`config.mk`:
```
export PLATFORM = sky130hd
export DESIGN_NAME = irq_trigger_mask_steering
export DESIGN_NICKNAME = d
export VERILOG_FILES = /design/src/irq_steer_pkg.sv /design/src/irq_trigger_mask_steering.sv /design/src/shared_line_router.sv
export SDC_FILE = /design/constraint.sdc
export NUM_CORES = 1
export LEC_CHECK = 0
export BUFFER_PORTS_ARGS = -buffer_cell sky130_fd_sc_hd__buf_2
export CORE_MARGIN = 2
export CORE_UTILIZATION = 60
export CTS_CLUSTER_SIZE = 40
export DETAILED_ROUTE_END_ITERATION = 8
export HOLD_SLACK_MARGIN = 0.03
export PLACE_DENSITY = 0.79
export REMOVE_ABC_BUFFERS = 1
export SETUP_SLACK_MARGIN = 0.1
export SLEW_MARGIN = 20
export SYNTH_ARGS = -nofsm -noshare
export SYNTH_HDL_FRONTEND = slang
export SYNTH_HIERARCHICAL = 1
export SYNTH_SLANG_ARGS = --single-unit
export TNS_END_PERCENT = 5
```
`constraint.sdc`:
```
create_clock -name clock_i -period 2.9 [get_ports clock_i]
set_input_delay 0.145 -clock clock_i [delete_from_list [all_inputs] [get_ports clock_i]]
set_output_delay 0.145 -clock clock_i [all_outputs]
set_load 0.02 [all_outputs]
```
`src/irq_steer_pkg.sv`:
```
// constants, types and decode functions of the interrupt trigger, mask and steering block
package irq_steer_pkg;

    // ****************************************************************
    // port map
    // ****************************************************************
    localparam logic [15:0] MASTER_CMD_ADDR   = 16'h0020;
    localparam logic [15:0] MASTER_DATA_ADDR  = 16'h0021;
    localparam logic [15:0] SLAVE_CMD_ADDR    = 16'h00A0;
    localparam logic [15:0] SLAVE_DATA_ADDR   = 16'h00A1;
    localparam logic [15:0] TRIG_MASTER_ADDR  = 16'h04D0;
    localparam logic [15:0] TRIG_SLAVE_ADDR   = 16'h04D1;
    localparam logic [15:0] ROUTE_BASE_ADDR   = 16'h04E0;

    // ****************************************************************
    // command word fields
    // ****************************************************************
    localparam int INIT_WORD_BIT        = 4;  // first_init_word when set at the command port
    localparam int INIT_NEED_W4_BIT     = 0;
    localparam int THIRD_OPERATION_WORD_ID_BIT          = 3;  // third_operation_word when set (and bit 4 clear)
    localparam int MASK_MODE_WE_BIT     = 6;  // mask_mode_write_enable
    localparam int SPECIAL_MASK_SEL_BIT = 5;  // special_mask_select
    localparam int POLL_BIT             = 2;
    localparam int STATUS_READ_CMD_BIT  = 1;  // status_read_command
    localparam int IN_SERVICE_SEL_BIT   = 0;  // in_service_read_select
    localparam int EOS_SPECIFIC_BIT     = 6;
    localparam int EOS_BIT              = 5;
    localparam int ROUTE_DISABLE_BIT    = 7;

    // ****************************************************************
    // fixed values
    // ****************************************************************
    localparam logic [1:0][7:0] TRIG_WRITABLE  = {8'hDE, 8'hF8};  // inputs 0,1,2,8,13 stay edge
    localparam logic [7:0]      TRIG_RESET     = 8'h00;           // all edge
    localparam logic [7:0]      ROUTE_RESET    = 8'h80;           // steering off
    localparam logic [15:0]     LEGAL_TARGETS  = 16'hDEF8;        // 15,14,12-9,7-3
    localparam logic [2:0]      DEFAULT_LEVEL  = 3'h7;
    localparam int              CASCADE_INPUT  = 2;
    localparam logic [1:0]      INIT_IDLE      = 2'h0;
    localparam logic [1:0]      INIT_WORD2     = 2'h1;
    localparam logic [1:0]      INIT_WORD3     = 2'h2;
    localparam logic [1:0]      INIT_WORD4     = 2'h3;

    typedef struct packed {
        logic [7:0] pending_request_status;
        logic [7:0] in_service_status;
        logic [7:0] channel_mask;
        logic [7:0] trig;
        logic [7:0] prev;
        logic       special_mask_select;
        logic       read_isr;
        logic       poll;
        logic [1:0] init_step;
        logic       need_w4;
    } ctrl_t;

    typedef struct packed {
        ctrl_t [1:0]      c;
        logic [3:0][7:0]  route;
        logic             intr;
        logic [7:0]       rdata;
        logic             ack_valid;
        logic [3:0]       vec;
        logic             spur;
    } top_t;

    typedef struct packed {
        logic [3:0]  s1;
        logic [3:0]  s2;
        logic [15:0] routed;
    } route_state_t;

    // lowest index set bit is the highest priority
    function automatic logic [7:0] first_bit(input logic [7:0] v);
        return v & (~v + 8'h01);
    endfunction

    function automatic logic [2:0] bit_index(input logic [7:0] onehot);
        logic [2:0] idx;
        idx = 3'h0;
        for (int i = 0; i < 8; i++) begin
            if (onehot[i]) begin
                idx = 3'(i);
            end
        end
        return idx;
    endfunction

    // requests allowed through mask and in-service blocking
    function automatic logic [7:0] enabled(input ctrl_t s);
        logic [7:0] allow;
        allow = s.special_mask_select ? 8'hFF : (first_bit(s.in_service_status) - 8'h01);
        return s.pending_request_status & ~s.channel_mask & allow;
    endfunction

endpackage

```
`src/irq_trigger_mask_steering.sv`:
```
// trigger select, masking, status reads and shared-line steering of the cascaded interrupt pair
`timescale 1ns/1ps
`default_nettype none
module irq_trigger_mask_steering
    import irq_steer_pkg::*;
(
    input  wire logic        clock_i,
    input  wire logic        rst_n_i,
    input  wire logic [15:0] io_addr_i,
    input  wire logic [7:0]  io_wdata_i,
    input  wire logic        io_wr_i,
    input  wire logic        io_rd_i,
    input  wire logic [15:0] irq_i,
    input  wire logic [3:0]  shared_lines_n_i,
    input  wire logic        interrupt_ack_strobe_i,
    output var  logic        intr_o,
    output var  logic [7:0]  io_rdata_o,
    output var  logic        ack_valid_o,
    output var  logic [3:0]  ack_vector_o,
    output var  logic        ack_spurious_o
);

    top_t        st_reg;
    top_t        st_next;
    logic [15:0] routed;
    logic [7:0]  req_m;
    logic [7:0]  req_s;
    logic [7:0]  en_m;
    logic [7:0]  en_s;
    logic [7:0]  grant_m;
    logic [7:0]  grant_s;

    // ****************************************************************
    // shared line steering
    // ****************************************************************
    shared_line_router u_router (
        .clock_i          (clock_i),
        .rst_n_i          (rst_n_i),
        .shared_lines_n_i (shared_lines_n_i),
        .route_i          (st_reg.route),
        .routed_o         (routed)
    );

    // ****************************************************************
    // request lines and priority
    // ****************************************************************
    // slave output is fed to master input 2, so a master mask there gates the slave
    always_comb begin
        en_s    = enabled(st_reg.c[1]);
        en_m    = enabled(st_reg.c[0]);
        req_s   = irq_i[15:8] | routed[15:8];
        req_m   = irq_i[7:0] | routed[7:0];
        req_m[CASCADE_INPUT] = |en_s;
        grant_m = first_bit(en_m);
        grant_s = first_bit(en_s);
    end

    // ****************************************************************
    // next state
    // ****************************************************************
    always_comb begin
        logic [1:0][7:0] take;
        logic [7:0]      r;
        logic [7:0]      rise;
        logic [7:0]      trig;
        logic [7:0]      eos_clr;
        logic [15:0]     cmd_addr;
        logic [15:0]     data_addr;
        logic [15:0]     trig_addr;
        logic            poll_rd;
        take      = '0;
        r         = 8'h00;
        rise      = 8'h00;
        trig      = 8'h00;
        eos_clr   = 8'h00;
        cmd_addr  = MASTER_CMD_ADDR;
        data_addr = MASTER_DATA_ADDR;
        trig_addr = TRIG_MASTER_ADDR;
        poll_rd   = 1'b0;
        st_next   = st_reg;
        st_next.ack_valid = interrupt_ack_strobe_i;
        st_next.intr      = |en_m;

        // acknowledge: master first, then slave when the cascade input wins
        if (interrupt_ack_strobe_i) begin
            take[0]      = grant_m;
            st_next.spur = 1'b0;
            if (grant_m == 8'h00) begin
                st_next.vec  = {1'b0, DEFAULT_LEVEL};
                st_next.spur = 1'b1;
            end else if (grant_m[CASCADE_INPUT]) begin
                take[1] = grant_s;
                if (grant_s == 8'h00) begin
                    st_next.vec  = {1'b1, DEFAULT_LEVEL};
                    st_next.spur = 1'b1;
                end else begin
                    st_next.vec = {1'b1, bit_index(grant_s)};
                end
            end else begin
                st_next.vec = {1'b0, bit_index(grant_m)};
            end
        end

        if (io_rd_i) begin
            st_next.rdata = 8'h00;
        end
        for (int k = 0; k < 4; k++) begin
            if (io_rd_i && io_addr_i == ROUTE_BASE_ADDR + 16'(k)) begin
                st_next.rdata = st_reg.route[k];
            end
            if (io_wr_i && io_addr_i == ROUTE_BASE_ADDR + 16'(k)) begin
                st_next.route[k] = io_wdata_i;
            end
        end

        // each controller: request capture, reads and command words
        for (int c = 0; c < 2; c++) begin
            r         = (c == 0) ? req_m : req_s;
            cmd_addr  = (c == 0) ? MASTER_CMD_ADDR : SLAVE_CMD_ADDR;
            data_addr = (c == 0) ? MASTER_DATA_ADDR : SLAVE_DATA_ADDR;
            trig_addr = (c == 0) ? TRIG_MASTER_ADDR : TRIG_SLAVE_ADDR;
            trig      = st_reg.c[c].trig;
            rise      = r & ~st_reg.c[c].prev;
            poll_rd   = io_rd_i && io_addr_i == cmd_addr && st_reg.c[c].poll;
            if (poll_rd) begin
                take[c] = take[c] | first_bit(enabled(st_reg.c[c]));
            end
            st_next.c[c].prev = r;
            // a new edge in the clearing cycle survives the clear
            st_next.c[c].pending_request_status = (~trig & ((st_reg.c[c].pending_request_status & r & ~take[c]) | rise))
                             | (trig & r);
            st_next.c[c].in_service_status = st_reg.c[c].in_service_status | take[c];

            // status and mask reads
            if (io_rd_i && io_addr_i == cmd_addr) begin
                st_next.c[c].poll = 1'b0;
                if (st_reg.c[c].poll) begin
                    st_next.rdata = {|enabled(st_reg.c[c]), 4'h0,
                                     bit_index(first_bit(enabled(st_reg.c[c])))};
                end else if (st_reg.c[c].read_isr) begin
                    st_next.rdata = st_reg.c[c].in_service_status;
                end else begin
                    st_next.rdata = st_reg.c[c].pending_request_status;
                end
            end
            if (io_rd_i && io_addr_i == data_addr) begin
                st_next.rdata = st_reg.c[c].channel_mask;
            end
            if (io_rd_i && io_addr_i == trig_addr) begin
                st_next.rdata = st_reg.c[c].trig;
            end
            if (io_wr_i && io_addr_i == trig_addr) begin
                st_next.c[c].trig = io_wdata_i & TRIG_WRITABLE[c];
            end

            // command port writes
            if (io_wr_i && io_addr_i == cmd_addr) begin
                if (io_wdata_i[INIT_WORD_BIT]) begin
                    // the global trigger bit is dropped here on purpose
                    st_next.c[c].channel_mask       = 8'h00;
                    st_next.c[c].in_service_status       = 8'h00;
                    st_next.c[c].special_mask_select       = 1'b0;
                    st_next.c[c].read_isr  = 1'b0;
                    st_next.c[c].poll      = 1'b0;
                    st_next.c[c].init_step = INIT_WORD2;
                    st_next.c[c].need_w4   = io_wdata_i[INIT_NEED_W4_BIT];
                end else if (io_wdata_i[THIRD_OPERATION_WORD_ID_BIT]) begin
                    if (io_wdata_i[MASK_MODE_WE_BIT]) begin
                        st_next.c[c].special_mask_select = io_wdata_i[SPECIAL_MASK_SEL_BIT];
                    end
                    if (io_wdata_i[STATUS_READ_CMD_BIT]) begin
                        st_next.c[c].read_isr = io_wdata_i[IN_SERVICE_SEL_BIT];
                    end
                    st_next.c[c].poll = io_wdata_i[POLL_BIT];
                end else if (io_wdata_i[EOS_BIT]) begin
                    // in special mask mode a masked level is skipped by the non-specific form
                    if (io_wdata_i[EOS_SPECIFIC_BIT]) begin
                        eos_clr = 8'h01 << io_wdata_i[2:0];
                    end else begin
                        eos_clr = first_bit(st_reg.c[c].in_service_status & ~(st_reg.c[c].special_mask_select ? st_reg.c[c].channel_mask : 8'h00));
                    end
                    // an acknowledge landing in the same cycle as the clear still sets its bit
                    st_next.c[c].in_service_status = (st_reg.c[c].in_service_status & ~eos_clr) | take[c];
                end
            end

            // data port writes: init sequence first, then mask
            if (io_wr_i && io_addr_i == data_addr) begin
                unique case (st_reg.c[c].init_step)
                    INIT_WORD2: begin
                        st_next.c[c].init_step = INIT_WORD3;
                    end
                    INIT_WORD3: begin
                        st_next.c[c].init_step = st_reg.c[c].need_w4 ? INIT_WORD4 : INIT_IDLE;
                    end
                    INIT_WORD4: begin
                        st_next.c[c].init_step = INIT_IDLE;
                    end
                    INIT_IDLE: begin
                        st_next.c[c].channel_mask = io_wdata_i;
                    end
                endcase
            end
        end
    end

    // ****************************************************************
    // state register
    // ****************************************************************
    // everything starts edge-triggered, unmasked and reading the request register
    always_ff @(posedge clock_i or negedge rst_n_i) begin
        if (!rst_n_i) begin
            st_reg <= '0;
            for (int c = 0; c < 2; c++) begin
                st_reg.c[c].trig <= TRIG_RESET;
            end
            for (int k = 0; k < 4; k++) begin
                st_reg.route[k] <= ROUTE_RESET;
            end
        end else begin
            st_reg <= st_next;
        end
    end

    assign intr_o         = st_reg.intr;
    assign io_rdata_o     = st_reg.rdata;
    assign ack_valid_o    = st_reg.ack_valid;
    assign ack_vector_o   = st_reg.vec;
    assign ack_spurious_o = st_reg.spur;

    // ****************************************************************
    // checks
    // ****************************************************************
    property p_edge_once;
        @(posedge clock_i) disable iff (!rst_n_i)
            (!st_reg.c[0].trig[5] && st_reg.c[0].prev[5] && req_m[5] && !st_reg.c[0].pending_request_status[5])
            |=> !st_reg.c[0].pending_request_status[5];
    endproperty
    a_edge_once: assert property (p_edge_once) else $error("held edge input raised a request");

    property p_level_follows;
        @(posedge clock_i) disable iff (!rst_n_i)
            (st_reg.c[0].trig[3] && req_m[3]) |=> st_reg.c[0].pending_request_status[3];
    endproperty
    a_level_follows: assert property (p_level_follows) else $error("level request not captured");

    property p_fixed_edge;
        @(posedge clock_i) disable iff (!rst_n_i)
            st_reg.c[0].trig[2:0] == 3'h0 && !st_reg.c[1].trig[0] && !st_reg.c[1].trig[5];
    endproperty
    a_fixed_edge: assert property (p_fixed_edge) else $error("fixed input left edge mode");

    property p_spurious;
        @(posedge clock_i) disable iff (!rst_n_i)
            (interrupt_ack_strobe_i && en_m == 8'h00)
            |=> ack_valid_o && ack_spurious_o && ack_vector_o == 4'h7 && st_reg.c[0].in_service_status == $past(st_reg.c[0].in_service_status);
    endproperty
    a_spurious: assert property (p_spurious) else $error("default acknowledge wrong");

    property p_real_seven;
        @(posedge clock_i) disable iff (!rst_n_i)
            (interrupt_ack_strobe_i && grant_m == 8'h80) |=> st_reg.c[0].in_service_status[7] && !ack_spurious_o;
    endproperty
    a_real_seven: assert property (p_real_seven) else $error("level 7 in-service not set");

    property p_isr_on_ack;
        @(posedge clock_i) disable iff (!rst_n_i)
            (interrupt_ack_strobe_i && grant_m != 8'h00 && !io_wr_i)
            |=> (st_reg.c[0].in_service_status & $past(grant_m)) == $past(grant_m);
    endproperty
    a_isr_on_ack: assert property (p_isr_on_ack) else $error("acknowledged level not in service");

    property p_mask_blocks;
        @(posedge clock_i) disable iff (!rst_n_i)
            (interrupt_ack_strobe_i && st_reg.c[0].channel_mask[3]) |=> ack_vector_o != 4'h3;
    endproperty
    a_mask_blocks: assert property (p_mask_blocks) else $error("masked channel acknowledged");

    property p_cascade_mask;
        @(posedge clock_i) disable iff (!rst_n_i)
            (interrupt_ack_strobe_i && st_reg.c[0].channel_mask[2]) |=> !ack_vector_o[3];
    endproperty
    a_cascade_mask: assert property (p_cascade_mask) else $error("slave served through masked input");

    property p_smm_set;
        @(posedge clock_i) disable iff (!rst_n_i)
            (io_wr_i && io_addr_i == MASTER_CMD_ADDR && io_wdata_i[7:3] == 5'b01101) |=> st_reg.c[0].special_mask_select;
    endproperty
    a_smm_set: assert property (p_smm_set) else $error("special mask mode not set");

    property p_select_holds;
        @(posedge clock_i) disable iff (!rst_n_i)
            !(io_wr_i && io_addr_i == MASTER_CMD_ADDR) |=> $stable(st_reg.c[0].read_isr);
    endproperty
    a_select_holds: assert property (p_select_holds) else $error("status selection moved");

    property p_status_default;
        @(posedge clock_i) disable iff (!rst_n_i)
            (io_wr_i && io_addr_i == MASTER_CMD_ADDR && io_wdata_i[INIT_WORD_BIT])
            |=> !st_reg.c[0].read_isr && !st_reg.c[0].poll;
    endproperty
    a_status_default: assert property (p_status_default) else $error("status selection not reset");

    property p_mask_read;
        @(posedge clock_i) disable iff (!rst_n_i)
            (io_rd_i && io_addr_i == SLAVE_DATA_ADDR) |=> io_rdata_o == $past(st_reg.c[1].channel_mask);
    endproperty
    a_mask_read: assert property (p_mask_read) else $error("mask read mismatch");

    c_spurious: cover property (@(posedge clock_i) disable iff (!rst_n_i) ack_valid_o && ack_spurious_o);
    c_slave_ack: cover property (@(posedge clock_i) disable iff (!rst_n_i) ack_valid_o && ack_vector_o[3] && !ack_spurious_o);
    c_smm: cover property (@(posedge clock_i) disable iff (!rst_n_i) st_reg.c[0].special_mask_select && |st_reg.c[0].in_service_status);
    c_routed: cover property (@(posedge clock_i) disable iff (!rst_n_i) |routed);
    c_poll: cover property (@(posedge clock_i) disable iff (!rst_n_i)
        io_rd_i && io_addr_i == MASTER_CMD_ADDR && st_reg.c[0].poll);

endmodule
`default_nettype wire

```
`src/shared_line_router.sv`:
```
// synchroniser and router of the shared active-low interrupt lines
`timescale 1ns/1ps
`default_nettype none
module shared_line_router
    import irq_steer_pkg::*;
(
    input  wire logic            clock_i,
    input  wire logic            rst_n_i,
    input  wire logic [3:0]      shared_lines_n_i,
    input  wire logic [3:0][7:0] route_i,
    output var  logic [15:0]     routed_o
);

    route_state_t st_reg;
    route_state_t st_next;

    // ****************************************************************
    // routing
    // ****************************************************************
    // second stage only feeds the mux; first stage is read by nothing else
    always_comb begin
        st_next        = st_reg;
        st_next.s1     = shared_lines_n_i;
        st_next.s2     = st_reg.s1;
        st_next.routed = 16'h0000;
        for (int k = 0; k < 4; k++) begin
            if (!route_i[k][ROUTE_DISABLE_BIT] && LEGAL_TARGETS[route_i[k][3:0]]) begin
                st_next.routed[route_i[k][3:0]] = st_next.routed[route_i[k][3:0]] | ~st_reg.s2[k];
            end
        end
    end

    // lines idle high, so reset holds them released
    always_ff @(posedge clock_i or negedge rst_n_i) begin
        if (!rst_n_i) begin
            st_reg <= '{s1: 4'hF, s2: 4'hF, routed: 16'h0000};
        end else begin
            st_reg <= st_next;
        end
    end

    assign routed_o = st_reg.routed;

    // ****************************************************************
    // checks
    // ****************************************************************
    property p_only_legal;
        @(posedge clock_i) disable iff (!rst_n_i) (routed_o & ~LEGAL_TARGETS) == 16'h0000;
    endproperty
    a_only_legal: assert property (p_only_legal) else $error("routed to illegal input");

    property p_disabled_quiet;
        @(posedge clock_i) disable iff (!rst_n_i)
            (route_i[0][7] && route_i[1][7] && route_i[2][7] && route_i[3][7]) |=> routed_o == 16'h0000;
    endproperty
    a_disabled_quiet: assert property (p_disabled_quiet) else $error("disabled route drove a request");

endmodule
`default_nettype wire

```
* After elaboration in Yosys (flattened, before gate mapping)
Memory sizes are Yosys's and may differ from the RTL's.
Index checks and enable logic that the tools add are counted.
** Word-level totals
- Input port bits :: 49
- Logic and storage cells :: 299
- Memories :: 5
- Flip-flop bits (word level) :: 158
- Bits in read-only memories :: 80
- Output and inout port bits :: 15
** Cells by class
- Shift operators :: 1
- Equality and inequality tests :: 16
- Bitwise logic cells :: 63
- Reduce and logical (&&, ||, !) cells :: 50
- Mux-type cells :: 116
- $add $sub $neg :: 8
- Order comparisons :: 8
** Memories
- (name not given) :: words 16, width 1, read ports 1, clocked after memory_dff 0, wr ports 0, line shared_line_router.sv:27 : if (!route_i[k][ROUTE_DISABLE_BIT] && LEGAL_TARGETS[route_i[k][3:0]]) begin
- (name not given) :: words 16, width 1, read ports 1, clocked after memory_dff 0, wr ports 0, line shared_line_router.sv:28 : st_next.routed[route_i[k][3:0]] = st_next.routed[route_i[k][3:0]] | ~st_reg.s2[k];
- (name not given) :: words 16, width 1, read ports 1, clocked after memory_dff 0, wr ports 0, line shared_line_router.sv:27
- (name not given) :: words 16, width 1, read ports 1, clocked after memory_dff 0, wr ports 0, line shared_line_router.sv:27
- (name not given) :: words 16, width 1, read ports 1, clocked after memory_dff 0, wr ports 0, line shared_line_router.sv:27
** Operator list (count)
- $mux W8 :: 45
- $and A8 B8 Y8 :: 24
- $not A8 Y8 :: 18
- $mux W16 :: 7
- $eq A16 B11 Y1 const B :: 6
- $or A8 B8 Y8 :: 12
- $mux W3 :: 23
- $add A8 B1 Y8 const B :: 6
- $bwmux W16 :: 3
- $eq A16 B6 Y1 const B :: 2
- $eq A16 B8 Y1 const B :: 2
- $logic_and A1 B1 Y1 :: 30
- $lt A4 B5 Y1 const B :: 4
- $mux W1 :: 20
- $and A16 B16 Y16 :: 1
- $demux W1 S4 :: 4
- $ge A4 B1 Y1 const B :: 4
- $logic_not A8 Y1 :: 2
- $reduce_or A8 Y1 :: 2
- $sub A8 B1 Y8 const B :: 2
- $bmux W1 S4 :: 3
- $mux W4 :: 3
- $pmux W2 S3 :: 2
- $reduce_and A3 Y1 :: 4
- other kinds (12) :: 33

* Depth between registers and ports, before layout
- Depth after elaboration :: 23
- Depth in mapped cells :: 8
- Depth with buffers taken out :: 6

* Cells and area by module
Netlist, hierarchy kept.
** By module, submodules not included
- irq_trigger_mask_steering :: area each 7417.1 sq um, times used 1, cells each 766, sequential area each 3358.2 sq um
- shared_line_router :: area each 1656.6 sq um, times used 1, cells each 180, sequential area each 610.6 sq um

* Worst setup path before layout
No wires, ideal clock.
- Path kind :: register to register
- From :: register st_reg[98] (netlist bit)
- To :: register st_reg[129] (netlist bit)
- Stages on the path, launching flop included :: 8
- Setup slack :: 0.810 ns
- Data arrival time :: 2.012 ns
- Setup time :: 0.077 ns
- Path buffers :: 1
- Required time :: 2.823 ns
- Clock period less this slack :: 2.090 ns
- Path through :: dfrtp_1 -> buf_2 -> o21ba_2 -> o32ai_1 -> a211oi_1 -> nand2_1 -> or4_1 -> a21oi_1
** RTL lines
- start, declared :: line irq_trigger_mask_steering.sv:23 : top_t st_reg;
- start signal, assigned :: line irq_trigger_mask_steering.sv:221 : st_reg <= st_next;

==> flow_metrics.py <==
metrics = {
    "global_routing": {
        "grt_pass1_vias": 7573,
        "grt_pass1_wl_um": 41500,
        "grt_max_degree": 64,
        "grt_usage": 0.337,
        "antenna_found_initial": 0,
        "grt-ovfl-total": 0,
    },
    "clock_tree": {
        "postCtsSetupRepairBufs": 0,
        "clk_pin_slew_worst_paths_ns": 0.07,
        "insertion_delay_ns": 0.44,
        "cts_resized": 0,
        "cts_root_buffer": "clkbuf_16",
        "numCtsBuffers": 17,
        "cts.sinks": 157,
        "cts_tree": "done",
        "htree_levels": 4,
        "clockBufferDepth": 2,
    },
    "setup_path": {
        "start_kind": "register",
        "cp.required_ns": 3.16,
        "r2r_end": "u_router/routed_o[14]",
        "timing.critical_path.slowest_stage_cell": "o41ai_1",
        "worst-path-max-fanout": 7,
        "critical_path_buf_inv_count": 0,
        "r2r_setup_slack_ns": 0.26,
        "arrival_ns": 2.89,
        "path_class": "reg -> reg",
        "path_cells": "nand4bb_1 -> o41ai_2 -> a21oi_2 -> a21oi_4 -> o21ai_2 -> o41ai_1",
        "critPathTopFamily": "compound AO/OA/AOI/OAI gates",
        "reg2reg_from": "st_reg[17]",
        "r2r_cells": 6,
        "slowest_delay_ns": 0.60,
        "cp-end-kind": "register",
    },
    "route": {
        "vias": 8019,
        "drt-total-wl_um": 26300,
        "drtAntennaViolNets": 0,
        "dr.first_iter.drc_count": 1142,
        "drtPass1Iterations": 8,
        "drc_errors": 0,
        "route.detailed.wl_per_inst_um": 21.8,
        "via_per_inst": 6.66,
    },
    "floorplan": {
        "die_area_um2": 16100,
        "initial_utilization": 0.617,
        "die_w_um": 127,
        "core_area_um2": 14600,
        "io_pins": 64,
        "rows": 44,
        "die_y_um": 127,
    },
    "logic_synthesis": {
        "synthCells": 944,
        "syn_area_per_cell_um2": 9.58,
        "ys_warn_count": 6,
        "syn_area_um2": 9040,
    },
    "sta": {
        "finalMaxSlewViolations": 0,
        "rsz0062_at_grt": "no",
        "max_freq_mhz": 379,
        "fin_worst_skew_ns": 0.0122,
        "period_share": 0.909,
        "period_minus_slack_ns": 2.64,
        "worst_pin_slew_ns": 0.844,
        "setup_viol": 0,
        "relSlewSlack": 0.435,
        "final_hold_viol_count": 0,
        "fin_setup_tns_ns": 0,
    },
    "pwr": {
        "leakagePower_nw": 4.42,
        "power_density_nw_per_um2": 527,
        "ir_drop_v": 0.000461,
        "p_total_mw": 5.37,
    },
    "final_layout": {
        "fill_cells": 1156,
        "area_growth_pct": 12.6,
        "antenna_cells": 0,
        "final_net_count": 1056,
        "drive_gt1_frac": 0.215,
        "largest_reg_flops": 119,
    },
    "worst_hold_path": {
        "hold_path_end": "st_reg[68]",
        "hp-start": "io_wdata_i[7]",
        "holdPathStages": 3,
        "hp-class": "in -> reg",
    },
    "run_status": {
        "run_status": "completed",
    },
    "placed_design": {
        "dpl.hpwl_um": 18900,
        "io_buffers": 62,
        "place_congestion": 1.00,
    },
    "flow_run": {
        "cap_viol_max_count": 0,
    },
}
## worst min-delay path, cell delays in order
cell and delay [ns]:
buf_2 0.18, nand2_1 0.08, o21ai_0 0.07
## power breakdown
group	leakage [nW]	switching (mW)	internal [mW]
registers	1.94	0.143	2.32
logic	2.21	0.460	0.297
clock network	0.270	0.952	1.20
total	4.42	1.55	3.81
## metal layers
metal | up-vias | global-route usage | part of all wire
met2 | 473 | 0.509 | 0.45
met1 | 3861 | 0.482 | 0.43
met4 | 0 | 0.101 | 0.026
met3 | 60 | 0.0915 | 0.099
li1 | 3625 | - | -
met5 | - | 0 | 0
## through the flow
step	instance area [um^2]	hold slack, ns	worst slack [ns]	utilization	instances
floorplan	8670	-0.151	0.644	-	882
global placement	9410	0.137	0.523	0.642	1151
detailed placement	9410	0.144	0.446	0.642	1151
CTS	10200	0.0658	0.413	0.695	1204
global route	10200	0.0881	0.177	0.695	1204
finish	10200	0.0783	0.264	0.695	1204
## timing repair
action                                 in CTS  in global routing
hold buffers                               21                  0
endpoints found under the hold margin      72                  0
setup endpoints to repair                   0                  0
## placed cells by master, fill, tap and decap left out, types with 12 or more instances in the layout
| master | instances |
|---|---|
| dfrtp_1 | 145 |
| nand2_1 | 90 |
| nor2_1 | 76 |
| buf_2 | 61 |
| o21ai_0 | 55 |
| inv_1 | 47 |
| mux2_2 | 42 |
| a21oi_1 | 35 |
| a31oi_1 | 30 |
| nand2b_1 | 24 |
| buf_4 | 22 |
| dlygate4sd3_1 | 21 |
| a22o_1 | 17 |
| clkbuf_16 | 17 |
| nor3_1 | 15 |
| nand3_1 | 15 |
| o22ai_1 | 14 |
| nor2b_1 | 14 |
| and3_1 | 13 |
| mux2i_1 | 12 |
| dfstp_2 | 12 |
## worst max-delay path by stage
stage	from	end	depth (start not counted)
2_1_floorplan	st_reg[52]	st_reg[129]	6
6_report	st_reg[17]	u_router/routed_o[14]	6
3_3_place_gp	io_addr_i[6]	st_reg[83]	7
4_1_cts	st_reg[17]	u_router/routed_o[14]	6
5_1_grt	st_reg[98]	st_reg[138]	6
3_5_place_dp	st_reg[17]	u_router/routed_o[14]	6
## area by class of cell
class / instances / area (um^2) / area share
multi-input combinational: 678 / 4550 / 0.447
tap: 184 / 230 / 0.0226
clock buffer: 18 / 429 / 0.0422
sequential: 157 / 3940 / 0.387
timing repair buffer: 106 / 712 / 0.0699
clock inverter: 14 / 135 / 0.0133
inverter: 47 / 176 / 0.0173
No activity file was read; power rests on OpenSTA's default activity.
